$ cat config.mk
export PLATFORM = sky130hd
export DESIGN_NAME = ssf_top
export DESIGN_NICKNAME = d
export VERILOG_FILES = /design/src/design/ssf_pkg.sv /design/src/design/ssf_sync.sv /design/src/design/ssf_top.sv
export SDC_FILE = /design/constraint.sdc
export NUM_CORES = 1
export LEC_CHECK = 0
export ABC_AREA = 1
export BUFFER_PORTS_ARGS = -buffer_cell sky130_fd_sc_hd__buf_4
export CAP_MARGIN = 20
export CORE_MARGIN = 4
export CORE_UTILIZATION = 62
export CTS_BUF_LIST = sky130_fd_sc_hd__clkbuf_16
export DETAILED_ROUTE_END_ITERATION = 6
export PLACE_DENSITY_LB_ADDON = 0.12
export SETUP_SLACK_MARGIN = 0.02
export SYNTH_ARGS = -nofsm -noshare
export SYNTH_HDL_FRONTEND = slang
export SYNTH_HIERARCHICAL = 1
export SYNTH_SLANG_ARGS = --single-unit
$ cat constraint.sdc
create_clock -name mclk -period 4.4 [get_ports mclk]
set_input_delay 0.44 -clock mclk [delete_from_list [all_inputs] [get_ports mclk]]
set_output_delay 0.44 -clock mclk [all_outputs]
set_load 0.02 [all_outputs]
$ cat src/design/ssf_pkg.sv
// ssf_pkg: constants for the clock-synchronous serial channel.
// assumes: included before ssf_sync and ssf_top; no imports are used.
package ssf_pkg;

  // ------------------------------------------------------------
  // register bus
  // ------------------------------------------------------------
  localparam int ADDR_W = 3;
  localparam int DATA_W = 16;
  localparam logic [2:0] OFS_CTRL = 3'h0; // serial_ctrl reg, rw
  localparam logic [2:0] OFS_DIV = 3'h1; // shift clock half period, rw
  localparam logic [2:0] OFS_TXBUF = 3'h2; // tx_buffer_reg, write loads
  localparam logic [2:0] OFS_RXBUF = 3'h3; // rx_buffer_reg, read clears
  localparam logic [2:0] OFS_STAT = 3'h4; // live state, ro
  localparam logic [2:0] OFS_IRQ_STAT = 3'h5; // sticky events, ro
  localparam logic [2:0] OFS_IRQ_CLR = 3'h6; // write one to clear, wo
  localparam logic [2:0] OFS_IRQ_EN = 3'h7; // event enables, rw

  // ------------------------------------------------------------
  // control field positions
  // ------------------------------------------------------------
  localparam int CTRL_TE = 0; // transmit_enable_bit
  localparam int CTRL_RE = 1; // receive_enable_bit
  localparam int CTRL_INT_CLK = 2; // 1: internal shift clock
  localparam int CTRL_POL = 3; // clock_polarity_select
  localparam int CTRL_CTS_EN = 4; // clear-to-send gating
  localparam int CTRL_RTS_EN = 5; // ready-to-send output
  localparam int CTRL_W = 6;
  localparam logic [5:0] CTRL_RST = 6'h00;

  // ------------------------------------------------------------
  // status, rx buffer and interrupt field positions
  // ------------------------------------------------------------
  localparam int STAT_TX_EMPTY = 0;
  localparam int STAT_RX_FULL = 1;
  localparam int STAT_OVERRUN = 2;
  localparam int STAT_BUSY = 3;
  localparam int RXBUF_OVERRUN = 12; // overrun_error_flag in rx buffer
  localparam int IRQ_RX = 0;
  localparam int IRQ_TX = 1;
  localparam int IRQ_OVR = 2;
  localparam int IRQ_W = 3;

  // ------------------------------------------------------------
  // link widths and reset values
  // ------------------------------------------------------------
  localparam int WORD_W = 8;
  localparam logic [2:0] LAST_BIT = 3'h7;
  localparam logic [7:0] DIV_RST = 8'h01;
  localparam int SYNC_W = 3; // clock pin, data in, clear-to-send

  typedef enum logic [1:0] {
    SSF_IDLE = 2'b00,
    SSF_SHIFT = 2'b01
  } ssf_state_t;

endpackage : ssf_pkg

$ cat src/design/ssf_sync.sv
// ssf_sync: three-stage synchroniser for pin inputs.
// assumes: inputs are asynchronous to mclk; stage one feeds only stage two.
`timescale 1ns/1ps
module ssf_sync
(
  input wire logic mclk,
  input wire logic rst,
  input wire logic [2:0] pin_in,
  output logic [2:0] stage2,
  output logic [2:0] stage3
);

  logic [2:0] stage1;

  // ------------------------------------------------------------
  // one chain per pin
  // ------------------------------------------------------------
  for (genvar i = 0; i < 3; i++) begin : g_chain
    always_ff @(posedge mclk)
    begin
      if (rst)
      begin
        stage1[i] <= 1'b1;
        stage2[i] <= 1'b1;
        stage3[i] <= 1'b1;
      end
      else
      begin
        stage1[i] <= pin_in[i];
        stage2[i] <= stage1[i];
        stage3[i] <= stage2[i];
      end
    end
  end

endmodule : ssf_sync

$ cat src/design/ssf_top.sv
// ssf_top: clock-synchronous serial channel with flow control.
// assumes: plain register port master; link pins asynchronous to mclk.
//
// Chosen here: the strobed register port and the register offsets.
`timescale 1ns/1ps
// Overview of operation
// external clock with rts enabled: ready output low when able to receive
// ready output goes high as soon as a receive transfer begins
// ready output inactive while the internal shift clock is selected
// polarity 0: launch on falling, sample on rising; 1 reverses both
// partner holds external clock at idle level while setting up
// partner holds clear-to-send low before clock leaves idle
// shift clock runs only while the transmitter is active
// filler word in the tx buffer is shifted out during reception
// internal clock starts once transmit enabled and tx buffer loaded
// external clock shifts only with transmit enabled and buffer loaded
// word completing while rx buffer full sets the overrun flag
// rx buffer contents are undefined after an overrun
// overrun leaves the receive interrupt request flag unchanged
// software writes a new filler word before every receive transfer
// external reception starts only with enables set, clock idle; the start condition here checks te but not re
// tx empty flag set on move to shifter, cleared on buffer write
module ssf_top
(
  input wire logic mclk,
  input wire logic rst,
  input wire logic [2:0] reg_addr,
  input wire logic [15:0] reg_wdata,
  input wire logic reg_wr,
  input wire logic reg_rd,
  output logic [15:0] reg_rdata,
  output logic irq,
  input wire logic shift_clock_pin_in,
  output logic shift_clock_pin_out,
  output logic shift_clock_pin_oe,
  input wire logic serial_data_in_pin,
  output logic serial_data_out_pin,
  input wire logic clear_to_send_in_pin_n,
  output logic ready_to_send_out_pin_n
);

  // ------------------------------------------------------------
  // declarations
  // ------------------------------------------------------------
  logic [2:0] s2, s3;
  logic [5:0] ctrl, next_ctrl;
  logic [7:0] div, next_div;
  logic [7:0] tx_buf, next_tx_buf;
  logic [7:0] rx_buf, next_rx_buf;
  logic tx_empty, next_tx_empty;
  logic rx_full, next_rx_full;
  logic ovr, next_ovr;
  logic [2:0] irq_stat, next_irq_stat;
  logic [2:0] irq_en, next_irq_en;
  logic [15:0] next_rdata;
  ssf_pkg::ssf_state_t state, next_state;
  logic [7:0] tx_sh, next_tx_sh;
  logic [7:0] rx_sh, next_rx_sh;
  logic [2:0] bitcnt, next_bitcnt;
  logic [7:0] dcnt, next_dcnt;
  logic sclk, next_sclk;
  logic clk_lvl, next_clk_lvl;
  logic txd, next_txd;
  logic te, re, int_clk, pol, cts_en, rts_en;
  logic tx_wr, rx_rd, cts_ok, start, done;
  logic tick, ext_edge, rise, fall, launch, sample;

  assign te = ctrl[ssf_pkg::CTRL_TE];
  assign re = ctrl[ssf_pkg::CTRL_RE];
  assign int_clk = ctrl[ssf_pkg::CTRL_INT_CLK];
  assign pol = ctrl[ssf_pkg::CTRL_POL];
  assign cts_en = ctrl[ssf_pkg::CTRL_CTS_EN];
  assign rts_en = ctrl[ssf_pkg::CTRL_RTS_EN];
  assign tx_wr = reg_wr && reg_addr == ssf_pkg::OFS_TXBUF;
  assign rx_rd = reg_rd && reg_addr == ssf_pkg::OFS_RXBUF;
  // ------------------------------------------------------------
  // pin synchronisers: 0 clock, 1 data in, 2 clear-to-send
  // ------------------------------------------------------------
  ssf_sync u_sync
  (
    .mclk(mclk),
    .rst(rst),
    .pin_in({clear_to_send_in_pin_n, serial_data_in_pin,
             shift_clock_pin_in}),
    .stage2(s2),
    .stage3(s3)
  );
  // ------------------------------------------------------------
  // edge finding and start condition
  // ------------------------------------------------------------
  // external level moves once stages two and three agree
  assign ext_edge = (s2[0] == s3[0]) && (s3[0] != clk_lvl);
  assign tick = int_clk && state == ssf_pkg::SSF_SHIFT && dcnt == 8'h00;
  assign fall = int_clk ? (tick && sclk) : (ext_edge && !s3[0]);
  assign rise = int_clk ? (tick && !sclk) : (ext_edge && s3[0]);
  assign launch = pol ? rise : fall;
  assign sample = pol ? fall : rise;
  assign cts_ok = !cts_en || !s3[2];
  // a word only moves when enabled, loaded and the clock rests idle
  assign start = state == ssf_pkg::SSF_IDLE && te && !tx_empty && !tx_wr
    && cts_ok && (int_clk || clk_lvl == !pol);
  assign done = state == ssf_pkg::SSF_SHIFT && sample
    && bitcnt == ssf_pkg::LAST_BIT;
  // ------------------------------------------------------------
  // link side next state
  // ------------------------------------------------------------
  always_comb
  begin
    next_state = state;
    next_tx_sh = tx_sh;
    next_rx_sh = rx_sh;
    next_bitcnt = bitcnt;
    next_dcnt = dcnt;
    next_sclk = sclk;
    next_txd = txd;
    next_clk_lvl = ext_edge ? s3[0] : clk_lvl;
    unique case (state)
      ssf_pkg::SSF_IDLE:
      begin
        next_sclk = !pol; // clock parked while transmitter idle
        next_dcnt = div;
        next_txd = 1'b1; // idle high, held one cycle past the last sample
        if (start)
        begin
          next_state = ssf_pkg::SSF_SHIFT;
          next_tx_sh = tx_buf; // filler goes out while receiving
          next_txd = tx_buf[0];
          next_bitcnt = 3'h0;
        end
      end
      ssf_pkg::SSF_SHIFT:
      begin
        if (int_clk)
        begin
          // internal clock toggles only while shifting
          next_dcnt = (dcnt == 8'h00) ? div : dcnt - 8'h01;
          if (tick)
            next_sclk = !sclk;
        end
        if (launch && bitcnt != 3'h0)
        begin
          next_tx_sh = {1'b1, tx_sh[7:1]};
          next_txd = tx_sh[1];
        end
        if (sample)
        begin
          next_rx_sh = {s3[1], rx_sh[7:1]}; // lsb first
          next_bitcnt = bitcnt + 3'h1;
          if (bitcnt == ssf_pkg::LAST_BIT)
            next_state = ssf_pkg::SSF_IDLE;
        end
      end
    endcase
  end
  // link side registers
  always_ff @(posedge mclk)
  begin
    if (rst)
    begin
      state <= ssf_pkg::SSF_IDLE;
      tx_sh <= 8'h00;
      rx_sh <= 8'h00;
      bitcnt <= 3'h0;
      dcnt <= 8'h00;
      sclk <= 1'b1;
      txd <= 1'b1;
      clk_lvl <= 1'b1;
    end
    else
    begin
      state <= next_state;
      tx_sh <= next_tx_sh;
      rx_sh <= next_rx_sh;
      bitcnt <= next_bitcnt;
      dcnt <= next_dcnt;
      sclk <= next_sclk;
      txd <= next_txd;
      clk_lvl <= next_clk_lvl;
    end
  end
  // ------------------------------------------------------------
  // software registers and flags
  // ------------------------------------------------------------
  always_comb
  begin
    next_ctrl = ctrl;
    next_div = div;
    next_tx_buf = tx_buf;
    next_irq_en = irq_en;
    next_rx_buf = rx_buf;
    next_tx_empty = tx_empty;
    next_rx_full = rx_full;
    next_ovr = ovr;
    next_irq_stat = irq_stat;
    next_rdata = 16'h0000;
    // clears and loads first, so events below win
    if (reg_wr)
    begin
      unique case (reg_addr)
        ssf_pkg::OFS_CTRL: next_ctrl = reg_wdata[5:0];
        ssf_pkg::OFS_DIV: next_div = reg_wdata[7:0];
        ssf_pkg::OFS_TXBUF:
        begin
          next_tx_buf = reg_wdata[7:0];
          next_tx_empty = 1'b0;
        end
        ssf_pkg::OFS_IRQ_CLR: next_irq_stat = irq_stat & ~reg_wdata[2:0];
        ssf_pkg::OFS_IRQ_EN: next_irq_en = reg_wdata[2:0];
        default: ;
      endcase
    end
    if (rx_rd)
    begin
      next_rx_full = 1'b0;
      next_ovr = 1'b0;
    end
    if (start)
    begin
      next_tx_empty = 1'b1;
      next_irq_stat[ssf_pkg::IRQ_TX] = 1'b1;
    end
    if (done)
    begin
      next_rx_full = 1'b1;
      next_rx_buf = {s3[1], rx_sh[7:1]}; // overwritten, undefined
      if (rx_full)
      begin
        next_ovr = 1'b1;
        next_irq_stat[ssf_pkg::IRQ_OVR] = 1'b1;
      end
      else
        next_irq_stat[ssf_pkg::IRQ_RX] = 1'b1; // rx flag set only without overrun
    end
    // read data for the cycle after the strobe
    if (reg_rd)
    begin
      unique case (reg_addr)
        ssf_pkg::OFS_CTRL: next_rdata = {10'h000, ctrl};
        ssf_pkg::OFS_DIV: next_rdata = {8'h00, div};
        ssf_pkg::OFS_TXBUF: next_rdata = {8'h00, tx_buf};
        ssf_pkg::OFS_RXBUF: next_rdata = {3'h0, ovr, 4'h0, rx_buf};
        ssf_pkg::OFS_STAT:
          next_rdata = {12'h000, state == ssf_pkg::SSF_SHIFT, ovr,
                        rx_full, tx_empty};
        ssf_pkg::OFS_IRQ_STAT: next_rdata = {13'h0000, irq_stat};
        ssf_pkg::OFS_IRQ_EN: next_rdata = {13'h0000, irq_en};
        default: next_rdata = 16'h0000;
      endcase
    end
  end
  // software side registers
  always_ff @(posedge mclk)
  begin
    if (rst)
    begin
      ctrl <= ssf_pkg::CTRL_RST;
      div <= ssf_pkg::DIV_RST;
      tx_buf <= 8'h00;
      rx_buf <= 8'h00;
      tx_empty <= 1'b1;
      rx_full <= 1'b0;
      ovr <= 1'b0;
      irq_stat <= 3'h0;
      irq_en <= 3'h0;
      reg_rdata <= 16'h0000;
    end
    else
    begin
      ctrl <= next_ctrl;
      div <= next_div;
      tx_buf <= next_tx_buf;
      rx_buf <= next_rx_buf;
      tx_empty <= next_tx_empty;
      rx_full <= next_rx_full;
      ovr <= next_ovr;
      irq_stat <= next_irq_stat;
      irq_en <= next_irq_en;
      reg_rdata <= next_rdata;
    end
  end
  // ------------------------------------------------------------
  // pins and interrupt
  // ------------------------------------------------------------
  assign irq = |(irq_stat & irq_en);
  assign shift_clock_pin_out = sclk;
  assign shift_clock_pin_oe = int_clk;
  assign serial_data_out_pin = txd;
  // low only when an external-clock receive can be taken
  assign ready_to_send_out_pin_n = !(rts_en && !int_clk && re && te
    && !tx_empty && state == ssf_pkg::SSF_IDLE);
endmodule : ssf_top

Word-level counts from Yosys, hierarchy flattened. Index checks and enable logic that the tools add are counted.

Register bits after elaboration: 96. Latch bits: 0. RAM bits: 0. ROM bits: 0. Bits of input ports: 26. Output and inout port bits: 21. Word-level logic and storage cells: 141. Memories kept: 0.

$add $sub $neg: 2. $mul: 0. Div/mod/pow operators: 0. $lt $le $gt $ge: 0. Equality and inequality tests: 18. Shifts and indexed selects: 0. Muxes and demuxes: 36. Bitwise operators: 4. Reduce and logical (&&, ||, !) cells: 53.

Operators by type and width (number): $pmux W13 S7 (1); $mux W8 (4); $pmux W8 S2 (2); $logic_and A1 B1 Y1 (22); $mux W1 (18); $reduce_and A2 Y1 (9); $eq A3 B3 Y1 const B (5); $mux W3 (4); $ne A2 B2 Y1 const B (6); $logic_not A1 Y1 (9); $logic_not A8 Y1 (1); $sub A8 B1 Y8 const B (1); $and A3 B3 Y3 (2); $eq A3 B2 Y1 const B (2); $mux W2 (3); $pmux W3 S2 (1); $reduce_bool A2 Y1 (3); $pmux W1 S2 (2); $pmux W2 S2 (1); $reduce_or A2 Y1 (2); $add A3 B1 Y3 const B (1); $eq A3 B1 Y1 const B (1); $logic_not A3 Y1 (1); $not A3 Y3 (1); other kinds (9) (11).

Logic depth before layout (Yosys ltp). Gate-level depths: netlist of run 1.

Word-level depth: 9. Mapped depth: 12. Gate-level depth less buffers: 12.

By module. The synthesis of run 1 kept the hierarchy.

Modules (own cells, without submodules): ssf_top (instances 1, cells each 482, area an instance 3548.4 µm², sequential area each 1541.5 µm²); ssf_sync (instances 1, cells each 28, area an instance 251.5 µm², sequential area each 180.2 µm²).

Worst setup path before layout of run 1. OpenSTA, ideal clock, no wires.

Path type: reg2reg. From: reg dcnt[0]. To: reg rx_sh[3]. Library setup time: 0.119 ns. Arrival time: 1.398 ns. Required time: 4.281 ns. Setup slack: 2.882 ns. Stages on the path, launching flop included: 11. Clock period less this slack: 1.518 ns. Cells stage by stage: dfxtp_1 -> inv_1 -> ha_1 -> nand2_1 -> nor2_2 -> nand3_1 -> nand3_2 -> nand3_4 -> buf_6 -> o21ai_0 -> a21oi_1.

Cells in the longest elaborated chain, start to end: 6. Elaborated cells between the ends (all ways): 8. Classes of those cells: 3 x mux; 5 x reduce/logical.

RTL lines: start, declared (RTL line ssf_top.sv:60) `logic [7:0] dcnt, next_dcnt;`; start signal, assigned (RTL line ssf_top.sv:175) `dcnt <= next_dcnt;`; $logic_not A8 Y1 (*) (RTL line ssf_top.sv:93) `assign tick = int_clk && state == ssf_pkg::SSF_SHIFT && dcnt == 8'h00;`; $logic_and A1 B1 Y1 (*) (RTL line ssf_top.sv:93); $logic_and A1 B1 Y1 (on tied branches) (RTL line ssf_top.sv:95, ssf_top.sv:94); $mux W1 (on tied branches) (RTL line ssf_top.sv:95, ssf_top.sv:94); $mux W1 (*) (RTL line ssf_top.sv:97) `assign sample = pol ? fall : rise;`; $reduce_and A2 Y1 (no source line) (*); end signal, assigned (RTL line ssf_top.sv:173) `rx_sh <= next_rx_sh;`; end, declared (RTL line ssf_top.sv:58) `logic [7:0] rx_sh, next_rx_sh;`.

Every way passes the cells marked *; elsewhere a longest branch is shown, timed or not. A chain may end at the register's enable or synchronous reset.

Final worst setup path of run 1.
From: reg state[0]. To: reg dcnt[7].

Cells in the longest elaborated chain, start to end: 2. Elaborated cells between the ends (all ways): 4. Classes of those cells: 2 x eq/ne; 1 x mux; 1 x reduce/logical.

RTL lines: start, declared (RTL line ssf_top.sv:56) `ssf_pkg::ssf_state_t state, next_state;`; start signal, assigned (RTL line ssf_top.sv:160) `state <= ssf_pkg::SSF_IDLE;`; start signal, assigned (RTL line ssf_top.sv:171) `state <= next_state;`; $eq A2 B1 Y1 / $logic_not A2 Y1 (equally long branches) (RTL line ssf_top.sv:117) `unique case (state)`; $pmux W8 S2 / $ne A2 B2 Y1 (equally long branches).

Several ways; a longest one is shown, not always the timed one.

==> results.md, run 1 <==
- CTS sink count: 86
- Max Cap Viol: 0
- Largest net degree at the start of global routing: 33
- Maximum clock frequency: 0.414 GHz
- Post-route ant nets: 0
- Final WS setup: 1.98 ns
- GPL Wtd Cong: 0.904
- CP startpoint kind: register
- WS Path Type: register to register
- Final design utilization: 72.7%
- Share of post-route cells with drive strength above 1: 12.4%
- Final worst path period share: 54.9%
- Gate Count Post-Synth: 510
- Num CTS Buffers: 9
- Synth cell types: 39
- Reg2reg path depth: 6
- Area Overhead vs Synth: 13.3%
- Rows: 28
- RSZ-0062 raised after global routing: false
- Setup violators final: 0
- Worst Path Required: 4.66 ns
- H-tree Lvls: 3
- Worst Path Arrival: 2.68 ns
- Area of the core: 5920 sq um
- Worst-path fanout max: 25
- Setup WS pre-CTS: 2.05 ns
- Yosys warns: 6
- Commonest non-fill, non-tap cell in the layout: dfxtp_1
- Hold Fails Final Rpt: 0
- Initial antenna violation count: 0
- N_diodes: 0
- Setup Skew: 0.00469 ns
- TNS Setup: 0 ns
- Die area: 7450 sq um
- I/O Buffers: 31
- Status: finished clean
- Vias in the first global route: 3160
- Hold wc startpoint: shift_clock_pin_in
- Via count: 3428
- Critical path endpoint category: register
- Relative slew slack: 37.7%
- VDD IR max: 0.320 mV
- PwrDens: 374 nW/um^2
- Sequential share of the synthesized area: 45.3%
- Hpwl dp: 6110 um
- Worst hold slack: 0.285 ns
- Post-Route WL: 8670 um
- Layout Cells excl Fill: 616
- Most frequent cells in the layout: dfxtp_1, nand2_1, inv_1
- CTS clock-pin slew for the worst setup and hold paths: 0.06 ns
- Post-CTS Resized: 0
- Effective utilization at floorplan: 64.2%
- FF-to-FF End: dcnt[7]$_SDFFE_PP0P_
- Hold_buf cts: 0
- Total power: 1.61 mW
- Final min period: 2.42 ns
- Worst hold path class: input pin to register
- Worst-margin pin slew: 0.934 ns
- Gr ovfl total: 0
- Synthesized area: 3800 sq um
- Worst R2R Start: state[0]$_SDFFE_PP0P_
- Worst hold endpoint: u_sync/stage1[0]$_SDFF_PP1_
- WHS Path Cells: 3
- Worst R2R Setup Slack: 1.98 ns
- P_leak: 1.95 nW
- Root Buffer: clkbuf_16
- Die width: 86.3 um
- Cell Area, Placed: 4040 sq um
- Inst Count DP: 602
- First-pass GRT wire length: 14500 um
- DRC violation count after routing: 0
- Syn Area/Cell: 7.45 sq um
- TritonCTS clock tree: yes
- DR pass1 iterations: 5
- Wire per inst: 14.1 um
- Die height: 86.3 um
- Initial DRC count: 253
- NumNets Final: 569
- DR vias/cell: 5.56
- # Post-CTS Setup Buffers: 0
- GRT Total Usage: 24.8%
- Clk_lat worst skew: 0.33 ns
- I/O pin total: 47
- Synthesized flop and latch total: 86
- Final instance area: 4310 sq um
- Final slew viol count: 0
- Max clock buf depth: 2
-- worst max-delay path: stages, from the launching register on --
cell and delay [ns]:
dfxtp_1 0.93, inv_1 0.34, nor2_2 0.41, inv_1 0.23, nand2_1 0.21, o21ai_0 0.10
a21oi_1 0.12
-- Yosys cell counts, drive strengths merged --
library cell | n | area (sq um)
nand2 | 84 | 333
buf | 15 | 98.9
xor2 | 1 | 8.76
clkbuf | 6 | 22.5
dfxtp | 86 | 1720
o31ai | 1 | 7.51
a31oi | 1 | 6.26
o21ai | 68 | 344
a21oi | 47 | 250
inv | 73 | 274
xnor2 | 3 | 26.3
o221ai | 2 | 17.5
conb | 1 | 3.75
nand3 | 28 | 173
ha | 5 | 62.6
clkinv | 1 | 3.75
o22ai | 5 | 31.3
and3 | 1 | 6.26
a221oi | 2 | 17.5
a211oi | 2 | 15.0
nor2 | 60 | 249
nor3 | 7 | 40.0
o211ai | 5 | 37.5
nand4 | 6 | 50.0
-- metal layers --
metal | part of all wire (%) | global-route usage [%] | vias to the layer above | wire length (um)
li1 | - | - | 1710 | -
met1 | 46 | 32.8 | 1585 | 4030
met2 | 45 | 39.3 | 110 | 3940
met3 | 5.3 | 4.37 | 23 | 458
met4 | 2.9 | 12.2 | 0 | 250
met5 | 0 | 0 | - | 0
-- where the power goes --
part,internal [mW],switching [mW]
Combinational,0.0344,0.0694
Clock,0.426,0.277
Sequential,0.794,0.00948
-- logic make-up (layout without fill, tap and decap cells) --
kind of cell               Yosys count  count (layout)  synth area share [%]
and+or+nand+nor                    186             186                  22.4
other                                1               7                0.0987
buffers and inverters               95             120                  10.5
xor gates and xnor gates             4               4                 0.922
AOI/OAI and AO/OA                  133             133                  19.1
adders and majority gates            5               5                  1.65
DFF                                 86              86                  45.3
-- worst max path at each step --
stage | cells after the start | startpoint | to
after global routing | 6 | state[0]$_SDFFE_PP0P_ | dcnt[7]$_SDFFE_PP0P_
after global placement | 6 | state[0]$_SDFFE_PP0P_ | dcnt[7]$_SDFFE_PP0P_
after CTS | 6 | state[0]$_SDFFE_PP0P_ | dcnt[7]$_SDFFE_PP0P_
after detailed placement | 6 | state[0]$_SDFFE_PP0P_ | dcnt[7]$_SDFFE_PP0P_
after floorplan | 10 | dcnt[0]$_SDFFE_PP0P_ | rx_sh[3]$_SDFFE_PP0P_
final | 6 | state[0]$_SDFFE_PP0P_ | dcnt[7]$_SDFFE_PP0P_
-- state kept, by name, summed over array words and instances (netlist names) --
signal / cells
reg_rdata: 9
irq_en: 3
tx_sh: 7
ovr: 1
shift_clock_pin_out: 1
u_sync/stage2: 3
tx_empty: 1
dcnt: 8
serial_data_out_pin: 1
tx_buf: 8
div: 8
clk_lvl: 1
bitcnt: 3
ctrl: 6
u_sync/stage3: 3
state: 1
irq_stat: 3
rx_sh: 7
rx_buf: 8
u_sync/stage1: 3
rx_full: 1
-- cell type report --
class,count,area [sq um]
flip-flops and latches,86,1720
inverters,74,278
fillers,476,1610
well taps,75,93.8
clock inverters,5,46.3
clock buffers,9,225
repair buffers,32,240
multi-input cells,335,1700
(Power assumes the default switching activity.)
==> run 2: changes to the inputs <==
Settings changed: CORE_UTILIZATION 62 to 57.
Clock period 4.4 ns to 2.45 ns, I/O delays scaled along.
==> run 2 against run 1 <==
  * Final cell count up 1.3%
  * Highest routed layer unchanged
  * Setup slack got worse by 1.5 ns
  * Clock power grew 89%
  * Non-clock buffer count rose by 4
==> results.md, run 2 (synthesis results as in run 1) <==
- Worst-path fanout max: 17 (-32%)
- Num CTS Buffers: 9 (unchanged)
- Final min period: 1.94 ns (-0.477 ns)
- Largest reg by FF count: reg_rdata
- Inst Count DP: 608 (+1.0%)
- CTS clock-pin slew for the worst setup and hold paths: 0.06 ns (about the same)
- Rows: 29 (+3.6%)
- Met2 Use GR: 37.6% (-1.7 points)
- Effective utilization at floorplan: 59.2% (-5.0 points)
- First-pass GRT wire length: 14400 um (-0.62%)
- Root Buffer: clkbuf_16
- Slowest CP cell: dfxtp_1
- N_diodes: 0 (unchanged)
- Vias in the first global route: 3040 (-3.8%)
- Relative slew slack: 64.3% (+27 points)
- Critical path endpoint category: register
- Area of the core: 6420 sq um (+8.5%)
- Hpwl dp: 6580 um (+7.9%)
- Worst-margin pin slew: 0.534 ns (-0.399 ns)
- CTS sink count: 86 (unchanged)
- Setup violators final: 0 (unchanged)
- WS Path Type: register to register
- Wire per inst: 14.3 um (+1.8%)
- Worst hold slack: 0.0843 ns (-0.200 ns)
- Post-CTS Resized: 0 (unchanged)
- Met3 Track Usage GR: 6.39% (+2.0 points)
- Hold_buf cts: 0 (unchanged)
- Initial antenna violation count: 0 (unchanged)
- H-tree Lvls: 3 (unchanged)
- Via count: 3394 (-0.99%)
- NumNets Final: 573 (+0.70%)
- Layout Cells excl Fill: 624 (+1.3%)
- Area Overhead vs Synth: 14.7%
- Post-route ant nets: 0 (unchanged)
- Worst Path Arrival: 2.16 ns (-0.52 ns)
- Die area: 8040 sq um (+8.0%)
- I/O pin total: 47 (unchanged)
- Setup Skew: 0.00537 ns (+0.000677 ns)
- Final slew viol count: 0 (unchanged)
- PwrDens: 679 nW/um^2 (+82%)
- Largest net degree at the start of global routing: 33 (unchanged)
- Gr ovfl total: 0 (unchanged)
- Final worst path period share: 79.2% (+24 points)
- Hold Fails Final Rpt: 0 (unchanged)
- Post-Route WL: 8950 um (+3.2%)
- DRC violation count after routing: 0 (unchanged)
- CP Cell Sequence: inv_1, ha_1, nand2_1, nor2_2, nand3_1, nand3_2, nand3_4, nand2_1, o21ai_0, nand2_1, nor2_1
- Slowest cell delay on critical path: 0.32 ns (-0.61 ns)
- Clk_lat worst skew: 0.33 ns (about the same)
- TNS Setup: 0 ns (unchanged)
- VDD IR max: 0.523 mV (+63%)
- Maximum clock frequency: 0.515 GHz (+25%)
- Die width: 89.7 um (+3.9%)
- Worst hold path class: input pin to register
- Initial DRC count: 304 (+20%)
- GPL Wtd Cong: 0.923 (+2.1%)
- GRT met1 Usage: 30.9% (-1.9 points)
- P_leak: 1.97 nW (+0.92%)
- CP startpoint kind: register
- Most frequent cells in the layout: dfxtp_1, nand2_1, inv_1
- DR vias/cell: 5.44 (-2.3%)
- Busiest grt layer: met2
- GRT Total Usage: 23.9% (-0.94 points)
- Max clock buf depth: 2 (unchanged)
- Final design utilization: 67.9% (-4.9 points)
- Status: finished clean
- Most frequent cell on the critical path: nand2_1
- DR pass1 iterations: 5 (unchanged)
- Commonest non-fill, non-tap cell in the layout: dfxtp_1
- Max Cap Viol: 0 (unchanged)
- I/O Buffers: 31 (unchanged)
- RSZ-0062 raised after global routing: false
- Share of post-route cells with drive strength above 1: 13.3% (+0.96 points)
- Worst Path Required: 2.67 ns (-1.99 ns)
- # Post-CTS Setup Buffers: 0 (unchanged)
- Die height: 89.7 um (+3.9%)
- Max FFs per register: 9 (unchanged)
- TritonCTS clock tree: yes
run 2: changes by cell type in the layout (fill, tap and decap cells not counted):
cell        delta
inv_1          -2
clkinv_1       +2
buf_4          +4
clkinvlp_4     +1
clkinv_4       +2
clkinv_2       -1
run 2: area by class of cell:
class | count | area [sq um]
Clock buffer | 9 | 225
Clock inverter | 7 | 66.3
Fill cell | 572 | 2060
Inverter | 74 | 278
Multi-Input combinational cell | 335 | 1700
Sequential cell | 86 | 1720
Tap cell | 77 | 96.3
Timing Repair Buffer | 36 | 270
run 2: power by group:
part | switching (mW) | internal (mW) | total, mW | leakage (nW)
Sequential | 0.0171 | 1.43 | 1.44 | 0.697
Combinational | 0.126 | 0.0636 | 0.190 | 1.13
Clock | 0.546 | 0.782 | 1.33 | 0.142
run 2: metrics by stage:
stage	cell area, sq um	total power, mW	setup WS (ns)
floorplan	3820	1.60	0.932
global placement	4070	1.66	0.515
detailed placement	4070	1.66	0.456
CTS	4360	2.98	0.504
global route	4360	3.07	0.346
finish	4360	2.96	0.510
run 2: worst max-delay path, delay by kind of cell, from the launching register on:
| family | cells | cell delay, ns |
|---|---|---|
| simple gates | 8 | 1.13 |
| compound gates | 1 | 0.12 |
| buf+inv | 1 | 0.11 |
| fa+ha+maj | 1 | 0.16 |
| flops | 1 | 0.32 |
run 2: path summary, 6_finish.rpt:
check | slack [ns] | cells after the start | end | from
worst max-delay path | 0.51 | 11 | bitcnt[0]$_SDFFE_PP0P_ | dcnt[0]$_SDFFE_PP0P_
worst max register to register | 0.51 | 11 | bitcnt[0]$_SDFFE_PP0P_ | dcnt[0]$_SDFFE_PP0P_
worst min register to register | 0.40 | 2 | u_sync/stage2[0]$_SDFF_PP1_ | u_sync/stage1[0]$_SDFF_PP1_
worst min-delay path | 0.08 | 3 | u_sync/stage1[2]$_SDFF_PP1_ | clear_to_send_in_pin_n
run 2: routing by layer:
metal / vias up / wire length [um]
li1: 1719 / -
met1: 1555 / 4060
met2: 104 / 4230
met3: 16 / 458
met4: 0 / 197
met5: - / 0
==> run 3: changes to the inputs <==
Settings changed: ABC_AREA 1 to 0, CORE_UTILIZATION 57 to 58.
Clock period 2.45 ns to 1.8 ns, I/O delays scaled along.
==> run 3 against run 2 <==
  * The run now ends with negative setup slack left
  * Clock power rose by 43%
  * Setup slack got worse by 0.54 ns
  * Sequential share of layout area decreased by 5.0 points
  * Non-clock buffer count up 40
  * Critical path type unchanged
  * Final area is 15% higher
  * Synthesized area rose by 6.8%
  * Combinational power grew 58%
  * Largest power group unchanged
  * Global-route usage up 1.5 points
==> results.md, run 3 <==
- Share of post-route cells with drive strength above 1: 27.4% (+14 points)
- Layout fillers: 493 (-14%)
- Die area: 8400 sq um (+4.5%)
- Synthesized area: 4060 sq um (+6.8%)
- CTS sink count: 86 (unchanged)
- PwrDens: 826 nW/um^2 (+22%)
- Synthesized flop and latch total: 86 (unchanged)
- Syn Area/Cell: 9.16 sq um (+23%)
- Slowest CP cell: or4b_4
- Setup violators final: 6 (+6)
- Max FFs per register: 9 (unchanged)
- TritonCTS clock tree: yes
- Area taken by flip-flops and latches: 1730 sq um (+0.65%)
- Failing checks: negative setup slack
- Post-route ant nets: 0 (unchanged)
- Area Overhead vs Synth: 24.0%
- Ys flop type: dfxtp_1
- Max Cap Viol: 0 (unchanged)
- Critical path endpoint category: register
- Effective utilization at floorplan: 59.7% (+0.56 points)
- Clk_lat worst skew: 0.33 ns (about the same)
- DR vias/cell: 5.78 (+6.3%)
- Total power: 4.15 mW (+40%)
- Largest reg by FF count: reg_rdata
- Via count: 3469 (+2.2%)
- Setup Skew: 0.00578 ns (+0.000408 ns)
- Met2 Use GR: 41.4% (+3.8 points)
- Worst Path Arrival: 2.08 ns (-0.08 ns)
- Hpwl dp: 7350 um (+12%)
- Sequential share of the synthesized area: 42.4% (-2.9 points)
- Async SR Flop Fraction: 0% (unchanged)
- Setup WS pre-CTS: -0.0903 ns (-0.546 ns)
- H-tree Lvls: 3 (unchanged)
- Commonest non-fill, non-tap cell in the layout: dfxtp_1
- Area leader, netlist: dfxtp_1
- Gr ovfl total: 0 (unchanged)
- Wire per inst: 17.6 um (+22%)
- I/O Buffers: 31 (unchanged)
- WS Path Type: register to register
- First-pass GRT wire length: 16900 um (+17%)
- Max clock buf depth: 2 (unchanged)
- VDD IR max: 0.605 mV (+16%)
- Worst R2R Setup Slack: -0.03 ns (-0.54 ns)
- Relative slew slack: 59.9% (-4.4 points)
- P_leak: 1.95 nW (-1.4%)
- GRT met1 Usage: 32.9% (+1.9 points)
- CP startpoint kind: register
- Largest cells by area after synthesis: dfxtp_1, mux2i_1, nand2_1
- Rows: 30 (+3.4%)
- Area of the core: 6790 sq um (+5.8%)
- Final design utilization: 74.0% (+6.2 points)
- Met3 Track Usage GR: 5.91% (-0.48 points)
- Area of the multi-input gates: 2260 sq um (+33%)
- N_diodes: 0 (unchanged)
- Worst hold path class: input pin to register
- Maximum clock frequency: 0.547 GHz (+6.1%)
- Worst-margin pin slew: 0.601 ns (+0.0668 ns)
- DRC violation count after routing: 0 (unchanged)
- Vias in the first global route: 3421 (+13%)
- Busiest grt layer: met2
- Yosys warns: 6 (unchanged)
- Cell with the most instances after synthesis: dfxtp_1
- Worst Path Required: 2.05 ns (-0.62 ns)
- Largest net degree at the start of global routing: 60 (+82%)
- Top post-synthesis cells by count: dfxtp_1, nand2_1, a21oi_1, mux2i_1, nor2_1
- Area fraction of the dominant cell type after synthesis: 42.4% (-2.9 points)
- CTS clock-pin slew for the worst setup and hold paths: 0.06 ns (about the same)
- Final WS setup: -0.0291 ns (-0.539 ns)
- Hold Fails Final Rpt: 0 (unchanged)
- Hold_buf cts: 0 (unchanged)
- Final min period: 1.83 ns (-0.111 ns)
- Final worst path period share: 102% (+22 points)
- Most frequent cells in the layout: dfxtp_1, buf_4, nand2_1
- Worst hold slack: 0.0270 ns (-0.0573 ns)
- TNS Setup: -0.0875 ns (-0.0875 ns)
- GPL Wtd Cong: 0.864 (-6.4%)
- Num CTS Buffers: 9 (unchanged)
- CP Cell Sequence: or4b_4, nor4_4, a221oi_4, buf_4, a211oi_2
- Die width: 91.6 um (+2.2%)
- GRT Total Usage: 25.4% (+1.5 points)
- Root Buffer: clkbuf_16
- Status: complete, but fails checks
- Die height: 91.6 um (+2.2%)
- Final slew viol count: 0 (unchanged)
- Initial antenna violation count: 0 (unchanged)
- Gate Count Post-Synth: 443 (-13%)
- Worst-path fanout max: 4 (-13)
- Post-Route WL: 10500 um (+18%)
- Number of synthesized flops with an enable pin: 0 (unchanged)
- DR pass1 iterations: 5 (unchanged)
- I/O pin total: 47 (unchanged)
- Slowest cell delay on critical path: 0.58 ns (+0.26 ns)
- RSZ-0062 raised after global routing: true
- Initial DRC count: 335 (+10%)
- Synth cell types: 68 (+74%)
- NumNets Final: 531 (-7.3%)
## run 3: changes by cell type in the layout (fill, tap and decap cells not counted), moves of 8 or more
| cell | previous run | this run |
|---|---|---|
| inv_1 | 72 | 9 |
| o21ai_0 | 66 | 17 |
| buf_4 | 36 | 74 |
| mux2i_1 | 0 | 35 |
| nor2_1 | 56 | 29 |
| nand2_1 | 79 | 59 |
| mux2_2 | 0 | 10 |
| nand3_1 | 23 | 13 |
| or2_1 | 0 | 9 |
| a21oi_1 | 43 | 35 |
## run 3: through the flow
step,instance area [sq um],cells
floorplan,4110,449
global placement,4570,576
detailed placement,4570,576
CTS,4930,595
global route,5030,600
finish,5030,600
## run 3: logic make-up (layout without fill, tap and decap cells)
group,Yosys count,after routing,share of synthesized area (%)
muxes,50,50,13.9
DFF,86,86,42.4
AOI/OAI and AO/OA,90,90,14.6
buffers and inverters,46,101,5.15
adders and majority gates,5,5,1.54
and+or+nand+nor,162,162,21.7
other,1,7,0.0924
xor gates and xnor gates,3,3,0.648
## run 3: final cells by class
class,instances,area share [%]
multi-input cells,317,44.9
flip-flops and latches,86,34.5
repair buffers,76,11.5
clock buffers,9,4.48
well taps,96,2.39
clock inverters,6,1.59
inverters,10,0.746
## run 3: where the power goes
group / internal (mW) / switching (mW)
sequential: 1.93 / 0.0239
combinational: 0.132 / 0.169
clock: 1.19 / 0.706
## run 3: repair_timing
action / in CTS / in global routing
cloned: 1 / 0
buffers inserted: 3 / 5
endpoints found under the setup margin: 19 / 27
pin swaps: 5 / 3
resized for setup: 12 / 13
## run 3: final timing paths
kind / startpoint / end / depth (start not counted)
worst max-delay path: dcnt[4]$_SDFFE_PP0P_ / tx_sh[7]$_SDFFE_PP0P_ / 5
worst min-delay path: clear_to_send_in_pin_n / u_sync/stage1[2]$_SDFF_PP1_ / 2
worst max register to register: dcnt[4]$_SDFFE_PP0P_ / tx_sh[7]$_SDFFE_PP0P_ / 5
worst min register to register: u_sync/stage1[2]$_SDFF_PP1_ / u_sync/stage2[2]$_SDFF_PP1_ / 1
## run 3: routing by layer
metal / vias to the layer above / part of all wire (%)
met5: - / 0
met4: 0 / 2.6
met3: 19 / 6.1
met2: 112 / 49
met1: 1658 / 43
li1: 1680 / -
## run 3: worst max-delay path: cells and delay by family, from the launching register on
family / cells / cell delay, ns
AOI/OAI and AO/OA: 2 / 0.28
buffers and inverters: 1 / 0.17
DFF: 1 / 0.35
and+or+nand+nor: 2 / 0.95
